===== config.mk =====
export PLATFORM = sky130hd
export DESIGN_NAME = switch_global_storm_config
export DESIGN_NICKNAME = d
export VERILOG_FILES = /design/src/logic/storm_cfg_pkg.sv /design/src/logic/storm_period_timer.sv /design/src/logic/switch_global_storm_config.sv
export SDC_FILE = /design/constraint.sdc
export NUM_CORES = 1
export LEC_CHECK = 0
export BUFFER_PORTS_ARGS = -buffer_cell sky130_fd_sc_hd__buf_2
export CAP_MARGIN = 0
export CORE_UTILIZATION = 60
export CTS_CLUSTER_SIZE = 30
export DETAILED_ROUTE_END_ITERATION = 12
export PLACE_DENSITY = 0.82
export REMOVE_ABC_BUFFERS = 1
export SYNTH_ARGS = -nofsm -noshare
export SYNTH_HDL_FRONTEND = slang
export SYNTH_SLANG_ARGS = --single-unit

===== constraint.sdc =====
create_clock -name clk_in -period 4.25 [get_ports clk_in]
set_input_delay 0.2125 -clock clk_in [delete_from_list [all_inputs] [get_ports clk_in]]
set_output_delay 0.2125 -clock clk_in [all_outputs]
set_load 0.005 [all_outputs]

===== src/logic/storm_cfg_pkg.sv =====
// Purpose: constants for the global speed / VID / storm-threshold register slice
// Assumes: 8-bit management register port, 10 MHz core clock
// Notes:   offsets are the register numbers of the management map
package storm_cfg_pkg;

  // ==========================================================================
  // register offsets
  localparam logic [7:0] OFS_SPEED_VID_STORM_HI = 8'h06;
  localparam logic [7:0] OFS_STORM_RATE_LOW     = 8'h07;
  localparam logic [7:0] OFS_FACTORY_TEST_A     = 8'h08;
  localparam logic [7:0] OFS_FACTORY_TEST_B     = 8'h09;
  localparam logic [7:0] OFS_FACTORY_TEST_C     = 8'h0A;
  localparam logic [7:0] OFS_MISC_GLOBAL_CONFIG = 8'h0B;

  // ==========================================================================
  // field positions
  localparam int BIT_P5_SPEED_10M = 4;
  localparam int BIT_NULL_VID_REP = 3;
  localparam int STORM_HI_MSB     = 2;
  localparam int STORM_HI_WIDTH   = 3;
  localparam int STORM_THR_WIDTH  = 11;
  localparam int VID_WIDTH        = 12;
  // writable bits of the misc register; the rest read zero
  localparam logic [7:0] MISC_RW_MASK = 8'h4B;

  // ==========================================================================
  // reset values and the null VID value
  localparam logic [2:0] RST_STORM_HI        = 3'h0;
  localparam logic [7:0] RST_STORM_RATE_LOW  = 8'h4A;
  localparam logic [7:0] RST_FACTORY_TEST_A  = 8'h00;
  localparam logic [7:0] RST_FACTORY_TEST_B  = 8'h4C;
  localparam logic [7:0] RST_FACTORY_TEST_C  = 8'h00;
  localparam logic [7:0] RST_MISC_GLOBAL_CFG = 8'h00;
  localparam logic [11:0] NULL_VID           = 12'h000;

  // ==========================================================================
  // timing
  localparam longint CLK_HZ          = 10_000_000;
  localparam longint PERIOD_100M_MS  = 50;
  localparam longint PERIOD_10M_MS   = 500;
  localparam longint PERIOD_100M_CYC = PERIOD_100M_MS * CLK_HZ / 1000;
  localparam longint PERIOD_10M_CYC  = PERIOD_10M_MS * CLK_HZ / 1000;

endpackage


===== src/logic/storm_period_timer.sv =====
// Purpose: free-running period timer, one-cycle tick at the end of each period
// Assumes: PERIOD_CYCLES of at least 2
// Notes:   tick is registered
`timescale 1ns/100ps
module storm_period_timer #(
  parameter int PERIOD_CYCLES = 500000
) (
  // clock and reset
  input  wire logic clk_in,
  input  wire logic rst_in,
  // period end
  output logic      tick_out
);

  localparam int CW = $clog2(PERIOD_CYCLES);
  localparam logic [CW-1:0] LAST = CW'(PERIOD_CYCLES - 1);

  if (PERIOD_CYCLES < 2) begin : g_bad_period
    $error("period too short");
  end

  logic [CW-1:0] count;
  wire           at_end = (count == LAST);

  always_ff @(posedge clk_in) begin
    if (rst_in) begin
      count    <= '0;
      tick_out <= 1'b0;
    end else begin
      count    <= at_end ? '0 : count + 1'b1;
      tick_out <= at_end;
    end
  end

endmodule


===== src/logic/switch_global_storm_config.sv =====
// Purpose: speed / null-VID / storm threshold registers plus per-port storm limiter
// Assumes: register port and block pulses are synchronous to clk_in
// Notes:   drop flag lags the counted block by one cycle
//
// Summary of operation
// - speed bit 1 means 10M, 0 means 100M
// - speed bit reset value follows strap pin
// - null VID replaced by port VID when enabled
// - threshold is hi three bits plus low byte
// - threshold counts 64-byte broadcast blocks per port
// - period 50 ms at 100M, 500 ms at 10M
`timescale 1ns/100ps
module switch_global_storm_config #(
  parameter int     NUM_PORTS       = 5,
  parameter longint PERIOD_100M_CYC = storm_cfg_pkg::PERIOD_100M_CYC,
  parameter longint PERIOD_10M_CYC  = storm_cfg_pkg::PERIOD_10M_CYC
) (
  // clock and reset
  input  wire logic                   clk_in,
  input  wire logic                   rst_in,
  // strap pin
  input  wire logic                   speed_strap_pin_in,
  // management register port
  input  wire logic [7:0]             reg_addr_in,
  input  wire logic                   reg_wr_in,
  input  wire logic [7:0]             reg_wdata_in,
  input  wire logic                   reg_rd_in,
  output logic      [7:0]             reg_rdata_out,
  output logic                        reg_rvalid_out,
  // port-5 switch mac
  output logic                        port5_mac_10m_out,
  // null vid replacement
  input  wire logic                   vid_valid_in,
  input  wire logic [11:0]            frame_vid_in,
  input  wire logic [11:0]            port_vid_in,
  output logic      [11:0]            vid_out,
  output logic                        vid_valid_out,
  // storm limiter, per port
  input  wire logic [NUM_PORTS-1:0]   port_is_10m_in,
  input  wire logic [NUM_PORTS-1:0]   bcast_block_in,
  output logic      [NUM_PORTS-1:0]   bcast_drop_out,
  output logic      [10:0]            storm_threshold_out
);

  // ==========================================================================
  // elaboration checks
  // port count capped so the generate loop stays small
  if (NUM_PORTS < 1 || NUM_PORTS > 8) begin : g_bad_ports
    $error("NUM_PORTS out of range");
  end
  if (PERIOD_100M_CYC < 2) begin : g_bad_short
    $error("100M period too short");
  end
  if (PERIOD_10M_CYC < PERIOD_100M_CYC) begin : g_bad_order
    $error("10M period shorter than 100M");
  end
  // timers take an int count; longer periods would wrap silently
  if (PERIOD_10M_CYC > 64'h0000_0000_7FFF_FFFF) begin : g_bad_long
    $error("10M period too long for the timer");
  end

  // ==========================================================================
  // strap synchroniser and capture
  logic strap_meta;
  logic strap_sync;
  logic strap_pending;

  // no reset on the chain so the pin level is settled when reset releases
  always_ff @(posedge clk_in) begin
    strap_meta <= speed_strap_pin_in;
    strap_sync <= strap_meta;
  end

  // ==========================================================================
  // registers
  logic                 speed_10m;
  logic                 null_vid_rep;
  logic [2:0]           storm_hi;
  logic [7:0]           storm_rate_low;
  logic [7:0]           misc_global_config;

  // one write decoder for every writable offset
  function automatic logic wr_hit(input logic       wr,
                                  input logic [7:0] addr,
                                  input logic [7:0] ofs);
    return wr && (addr == ofs);
  endfunction

  wire wr_hi   = wr_hit(reg_wr_in, reg_addr_in, storm_cfg_pkg::OFS_SPEED_VID_STORM_HI);
  wire wr_low  = wr_hit(reg_wr_in, reg_addr_in, storm_cfg_pkg::OFS_STORM_RATE_LOW);
  wire wr_misc = wr_hit(reg_wr_in, reg_addr_in, storm_cfg_pkg::OFS_MISC_GLOBAL_CONFIG);

  always_ff @(posedge clk_in) begin
    if (rst_in) begin
      speed_10m          <= 1'b0;
      strap_pending      <= 1'b1;
      null_vid_rep       <= 1'b0;
      storm_hi           <= storm_cfg_pkg::RST_STORM_HI;
      storm_rate_low     <= storm_cfg_pkg::RST_STORM_RATE_LOW;
      misc_global_config <= storm_cfg_pkg::RST_MISC_GLOBAL_CFG;
    end else begin
      strap_pending <= 1'b0;
      // strap wins over a write landing on the first edge after reset
      if (strap_pending) begin
        speed_10m <= strap_sync;
      end else if (wr_hi) begin
        speed_10m <= reg_wdata_in[storm_cfg_pkg::BIT_P5_SPEED_10M];
      end
      if (wr_hi) begin
        null_vid_rep <= reg_wdata_in[storm_cfg_pkg::BIT_NULL_VID_REP];
        storm_hi     <= reg_wdata_in[storm_cfg_pkg::STORM_HI_MSB:0];
      end
      if (wr_low) begin
        storm_rate_low <= reg_wdata_in;
      end
      if (wr_misc) begin
        misc_global_config <= reg_wdata_in & storm_cfg_pkg::MISC_RW_MASK;
      end
    end
  end

  // ==========================================================================
  // read path; unmapped offsets and bits outside this slice read zero
  logic [7:0] next_rdata;
  // a read and a write in one cycle return the old value

  always_comb begin
    next_rdata = 8'h00;
    unique case (reg_addr_in)
      storm_cfg_pkg::OFS_SPEED_VID_STORM_HI: next_rdata = {3'h0, speed_10m, null_vid_rep,
                                                           storm_hi};
      storm_cfg_pkg::OFS_STORM_RATE_LOW:     next_rdata = storm_rate_low;
      storm_cfg_pkg::OFS_FACTORY_TEST_A:     next_rdata = storm_cfg_pkg::RST_FACTORY_TEST_A;
      storm_cfg_pkg::OFS_FACTORY_TEST_B:     next_rdata = storm_cfg_pkg::RST_FACTORY_TEST_B;
      storm_cfg_pkg::OFS_FACTORY_TEST_C:     next_rdata = storm_cfg_pkg::RST_FACTORY_TEST_C;
      storm_cfg_pkg::OFS_MISC_GLOBAL_CONFIG: next_rdata = misc_global_config;
      default:                               next_rdata = 8'h00;
    endcase
  end

  always_ff @(posedge clk_in) begin
    if (rst_in) begin
      reg_rdata_out  <= 8'h00;
      reg_rvalid_out <= 1'b0;
    end else begin
      reg_rvalid_out <= reg_rd_in;
      if (reg_rd_in) begin
        reg_rdata_out <= next_rdata;
      end
    end
  end

  assign port5_mac_10m_out = speed_10m;

  // ==========================================================================
  // null vid replacement
  wire        vid_is_null = (frame_vid_in == storm_cfg_pkg::NULL_VID);
  wire [11:0] next_vid    = (null_vid_rep && vid_is_null) ? port_vid_in
                                                          : frame_vid_in;

  always_ff @(posedge clk_in) begin
    if (rst_in) begin
      vid_out       <= 12'h000;
      vid_valid_out <= 1'b0;
    end else begin
      vid_valid_out <= vid_valid_in;
      if (vid_valid_in) begin
        vid_out <= next_vid;
      end
    end
  end

  // ==========================================================================
  // storm limiter
  wire [10:0] threshold = {storm_hi, storm_rate_low};
  assign storm_threshold_out = threshold;

  logic tick_100m;
  logic tick_10m;

  // two timers rather than one divided: keeps both periods exact if retuned
  storm_period_timer #(
    .PERIOD_CYCLES (int'(PERIOD_100M_CYC))
  ) u_timer_100m (
    .clk_in   (clk_in),
    .rst_in   (rst_in),
    .tick_out (tick_100m)
  );

  storm_period_timer #(
    .PERIOD_CYCLES (int'(PERIOD_10M_CYC))
  ) u_timer_10m (
    .clk_in   (clk_in),
    .rst_in   (rst_in),
    .tick_out (tick_10m)
  );

  // per-port drop flags gathered on a net so each bit has one driver
  wire [NUM_PORTS-1:0] drop_vec;

  genvar p;
  generate
    for (p = 0; p < NUM_PORTS; p++) begin : g_port
      logic [10:0] blocks;
      logic        drop;
      wire         period_end = port_is_10m_in[p] ? tick_10m : tick_100m;
      wire         at_limit   = (blocks >= threshold);
      // blocks arriving at the limit are discarded, not counted
      wire         take       = bcast_block_in[p] && !at_limit;
      // a block in the tick cycle opens the new period instead of being lost
      wire         start_take = bcast_block_in[p] && (threshold != 11'h000);
      wire [10:0]  restart    = {10'h000, start_take};
      wire [10:0]  next_blocks = period_end ? restart : (take ? blocks + 11'h001 : blocks);

      always_ff @(posedge clk_in) begin
        if (rst_in) begin
          blocks <= 11'h000;
          drop   <= 1'b0;
        end else begin
          blocks <= next_blocks;
          drop   <= (next_blocks >= threshold);
        end
      end

      assign drop_vec[p] = drop;
    end
  endgenerate

  assign bcast_drop_out = drop_vec;

endmodule


==> flow_metrics.tcl <==
set metrics [dict create \
    netlist_area_um2 9650 \
    layout_common_cells "dfxtp_1, nand2_1, ha_1" \
    cp-endpoint "g_port[0].drop" \
    hold_depth 3 \
    synth-seq-area-share_pct 30.3 \
    cp-start-kind "register" \
    hold_viol 0 \
    htree_num_levels 4 \
    clockBufferDepth 2 \
    grt_max_degree 67 \
    die_x_um 129 \
    path_clk_slew_ns 0.07 \
    die_y_um 129 \
    startpoint "storm_hi[1]" \
    syn2layout_area_growth_pct 12.4 \
    cts_tree "yes" \
    worst_r2r_endpoint "g_port[0].drop" \
    finalSetupViolCount 0 \
    rows 45 \
    hpwl_mm 17.4 \
    grt_overflow_total 0 \
    worstPathRequired_ns 4.53 \
    slew_violations 0 \
    ios 95 \
    r2r_cells 13 \
    critPathKind "reg -> reg" \
    cp_top_family "compound AO/OA/AOI/OAI gates" \
    crit_cells 13 \
    skew_ns 0.00853 \
    fin_setup_tns_ns 0 \
    rsz0062_at_grt "false" \
    wire_per_inst_um 16.5 \
    grt_antenna_before_repair 0 \
    track_usage_pct 30.8 \
    place_ws_ns 0.338 \
    syn_area_per_cell_um2 8.15 \
    cp.arrival_ns 4.19 \
    drt.antenna.violating_nets 0 \
    synth.distinct_cells 60 \
    min_from "reg_wdata_in[5]" \
    drive_gt1_share_pct 11.7 \
    total_power_mw 3.17 \
    crit_buf_inv 1 \
    start_util_pct 62.6 \
    timing.final.crit_period_ns 3.91 \
    gp_congestion 0.927 \
    cp-end-kind "register" \
    post_cts_buffers 0 \
    grt_pass1_vias 8463 \
    synth_top_cell_area_share_pct 30.3 \
    port_buffers 94 \
    tightest_slew_ns 1.13 \
    final_nets 1432 \
    via_per_inst 6.18 \
    ys_warn_count 0 \
    drc_errors 0 \
    die-area_um2 16600 \
    worstSkewPairLatency_ns 0.43 \
    yosys.area.top_type "dfxtp_1" \
    core-area_um2 15400 \
    status "finished clean" \
    slew_headroom_pct 24.1 \
    grt_pass1_wl_mm 40.9 \
    crit_fanout 13 \
    leakagePower_nw 4.57 \
    rr_startpoint "storm_hi[1]" \
    num_vias 9168 \
    synthArstFlopShare_pct 0 \
    antennaDiodeCount 0 \
    clock-sinks 146 \
    hold_class "in -> reg" \
    nFillCells 1235 \
    synthFlopType "dfxtp_1" \
    min_period_over_period_pct 92.0 \
    crit_path_max_incr_delay_ns 0.48 \
    setup_slack_ns 0.339 \
    ys_ff_latch 146 \
    critPathSlowestCell "a221o_1" \
    synth_edf_count 0 \
    vdd_ir_drop_max_mv 0.320 \
    firstDrtPassIters 5 \
    cts_buffers 17 \
    cp_cell_sequence "inv_1 > ha_1 > and4_1 > and2_1 > a221o_1 > or3_1 > a21oi_1 > ha_1 > a21o_1 > a21o_1 > a221o_1 > a31oi_1 > o31ai_1" \
    synthCells 1184 \
    ys_top_cells_by_area "dfxtp_1, ha_1, a21oi_1, nand2_1, nor2_1" \
    drt-total-wl_mm 24.5 \
    r2r_setup_slack_ns 0.34 \
    powerDensity_nw_per_um2 292 \
    initialDrtViolationCount 762 \
    cap_viol_max_count 0 \
    cts-root-buf "clkbuf_16" \
    layout_commonest_cell "dfxtp_1" \
    fmax_ghz 0.256 \
]
==> cell type report <==
class	instances	area (um^2)	share of cell area, %
multi-input combinational	964	6410	59.1
sequential	146	2920	26.9
timing repair buffer	102	533	4.91
clock buffer	18	439	4.05
tap	211	264	2.43
clock inverter	14	171	1.58
inverter	28	105	0.969
==> per-layer routing <==
layer | routed length (um) | track usage (%)
met1 | 11100 | 40.8
met2 | 11200 | 50.5
met3 | 1770 | 6.32
met4 | 408 | 9.41
met5 | 0 | 0
==> where the power goes <==
part           total, mW  switching (mW)  internal, mW
logic              0.204           0.123        0.0812
clock network       1.55           0.649         0.901
registers           1.42          0.0224          1.39
==> cell usage after synthesis (5+ instances only) <==
cell type and number:
xor2_1 23, o21ai_0 52, and4_1 11, xnor2_1 16
nand2_1 128, nand3_1 69, nor4_1 18, a21oi_1 100
or3_1 27, a21o_1 8, clkbuf_1 28, buf_4 8
a211oi_1 22, nand2b_1 25, nor2b_1 18, dfxtp_1 146
a31oi_1 7, nand4_1 33, o211ai_1 12, inv_1 27
and2_1 11, nor2_1 108, ha_1 117, mux2_2 5
o31ai_1 14, buf_2 5, and3_1 13, o311ai_0 10
or4_1 20, nor3_1 11, mux2i_1 36
==> cell families after synthesis <==
group | Yosys count | share of synthesized area (%)
AOI/OAI and AO/OA | 256 | 16.4
DFF | 146 | 30.3
and+or+nand+nor | 511 | 27.0
adders and majority gates | 117 | 15.2
muxes | 41 | 4.32
xor gates and xnor gates | 39 | 3.54
buffers and inverters | 74 | 3.33
==> flip-flops by register name, summed over array words and instances (netlist names) <==
name,cells
storm_hi,3
u_timer_10m.count,23
g_port.drop,5
strap_sync,1
null_vid_rep,1
reg_rvalid_out,1
port5_mac_10m_out,1
strap_pending,1
u_timer_100m.count,19
strap_meta,1
storm_rate_low,8
vid_out,12
reg_rdata_out,8
vid_valid_out,1
g_port.blocks,55
u_timer_100m.tick_out,1
misc_global_config,4
u_timer_10m.tick_out,1
==> per-stage QoR <==
stage	cell area (um^2)	hold WS (ns)	util [%]	std cells
2_1_floorplan	9430	0.240	-	1138
4_1_cts	10800	0.0473	70.3	1483
3_3_place_gp	10200	0.310	66.3	1450
3_5_place_dp	10200	0.314	66.3	1450
6_report	10800	0.0499	70.3	1483
5_1_grt	10800	0.0462	70.3	1483
==> worst min path at each step <==
stage | endpoint
final | storm_rate_low[5]
after global routing | storm_rate_low[5]
after global placement | strap_sync
after detailed placement | strap_sync
after floorplan | strap_meta
after CTS | storm_rate_low[5]
==> worst register-to-register path, stage by stage (launching register included) <==
cell	delay [ns]
dfxtp_1	0.45
inv_1	0.30
ha_1	0.40
and4_1	0.21
and2_1	0.14
a221o_1	0.48
or3_1	0.42
a21oi_1	0.16
ha_1	0.26
a21o_1	0.16
a21o_1	0.17
a221o_1	0.35
a31oi_1	0.18
o31ai_1	0.09
==> repair_timing <==
| action | 4_1_cts | 5_1_grt |
|---|---|---|
| gates resized for setup | 0 | 1 |
| setup endpoints to repair | 0 | 1 |
| endpoints found under the hold margin | 1 | 0 |
| hold buffers | 1 | 0 |
(Power assumes the default switching activity.)
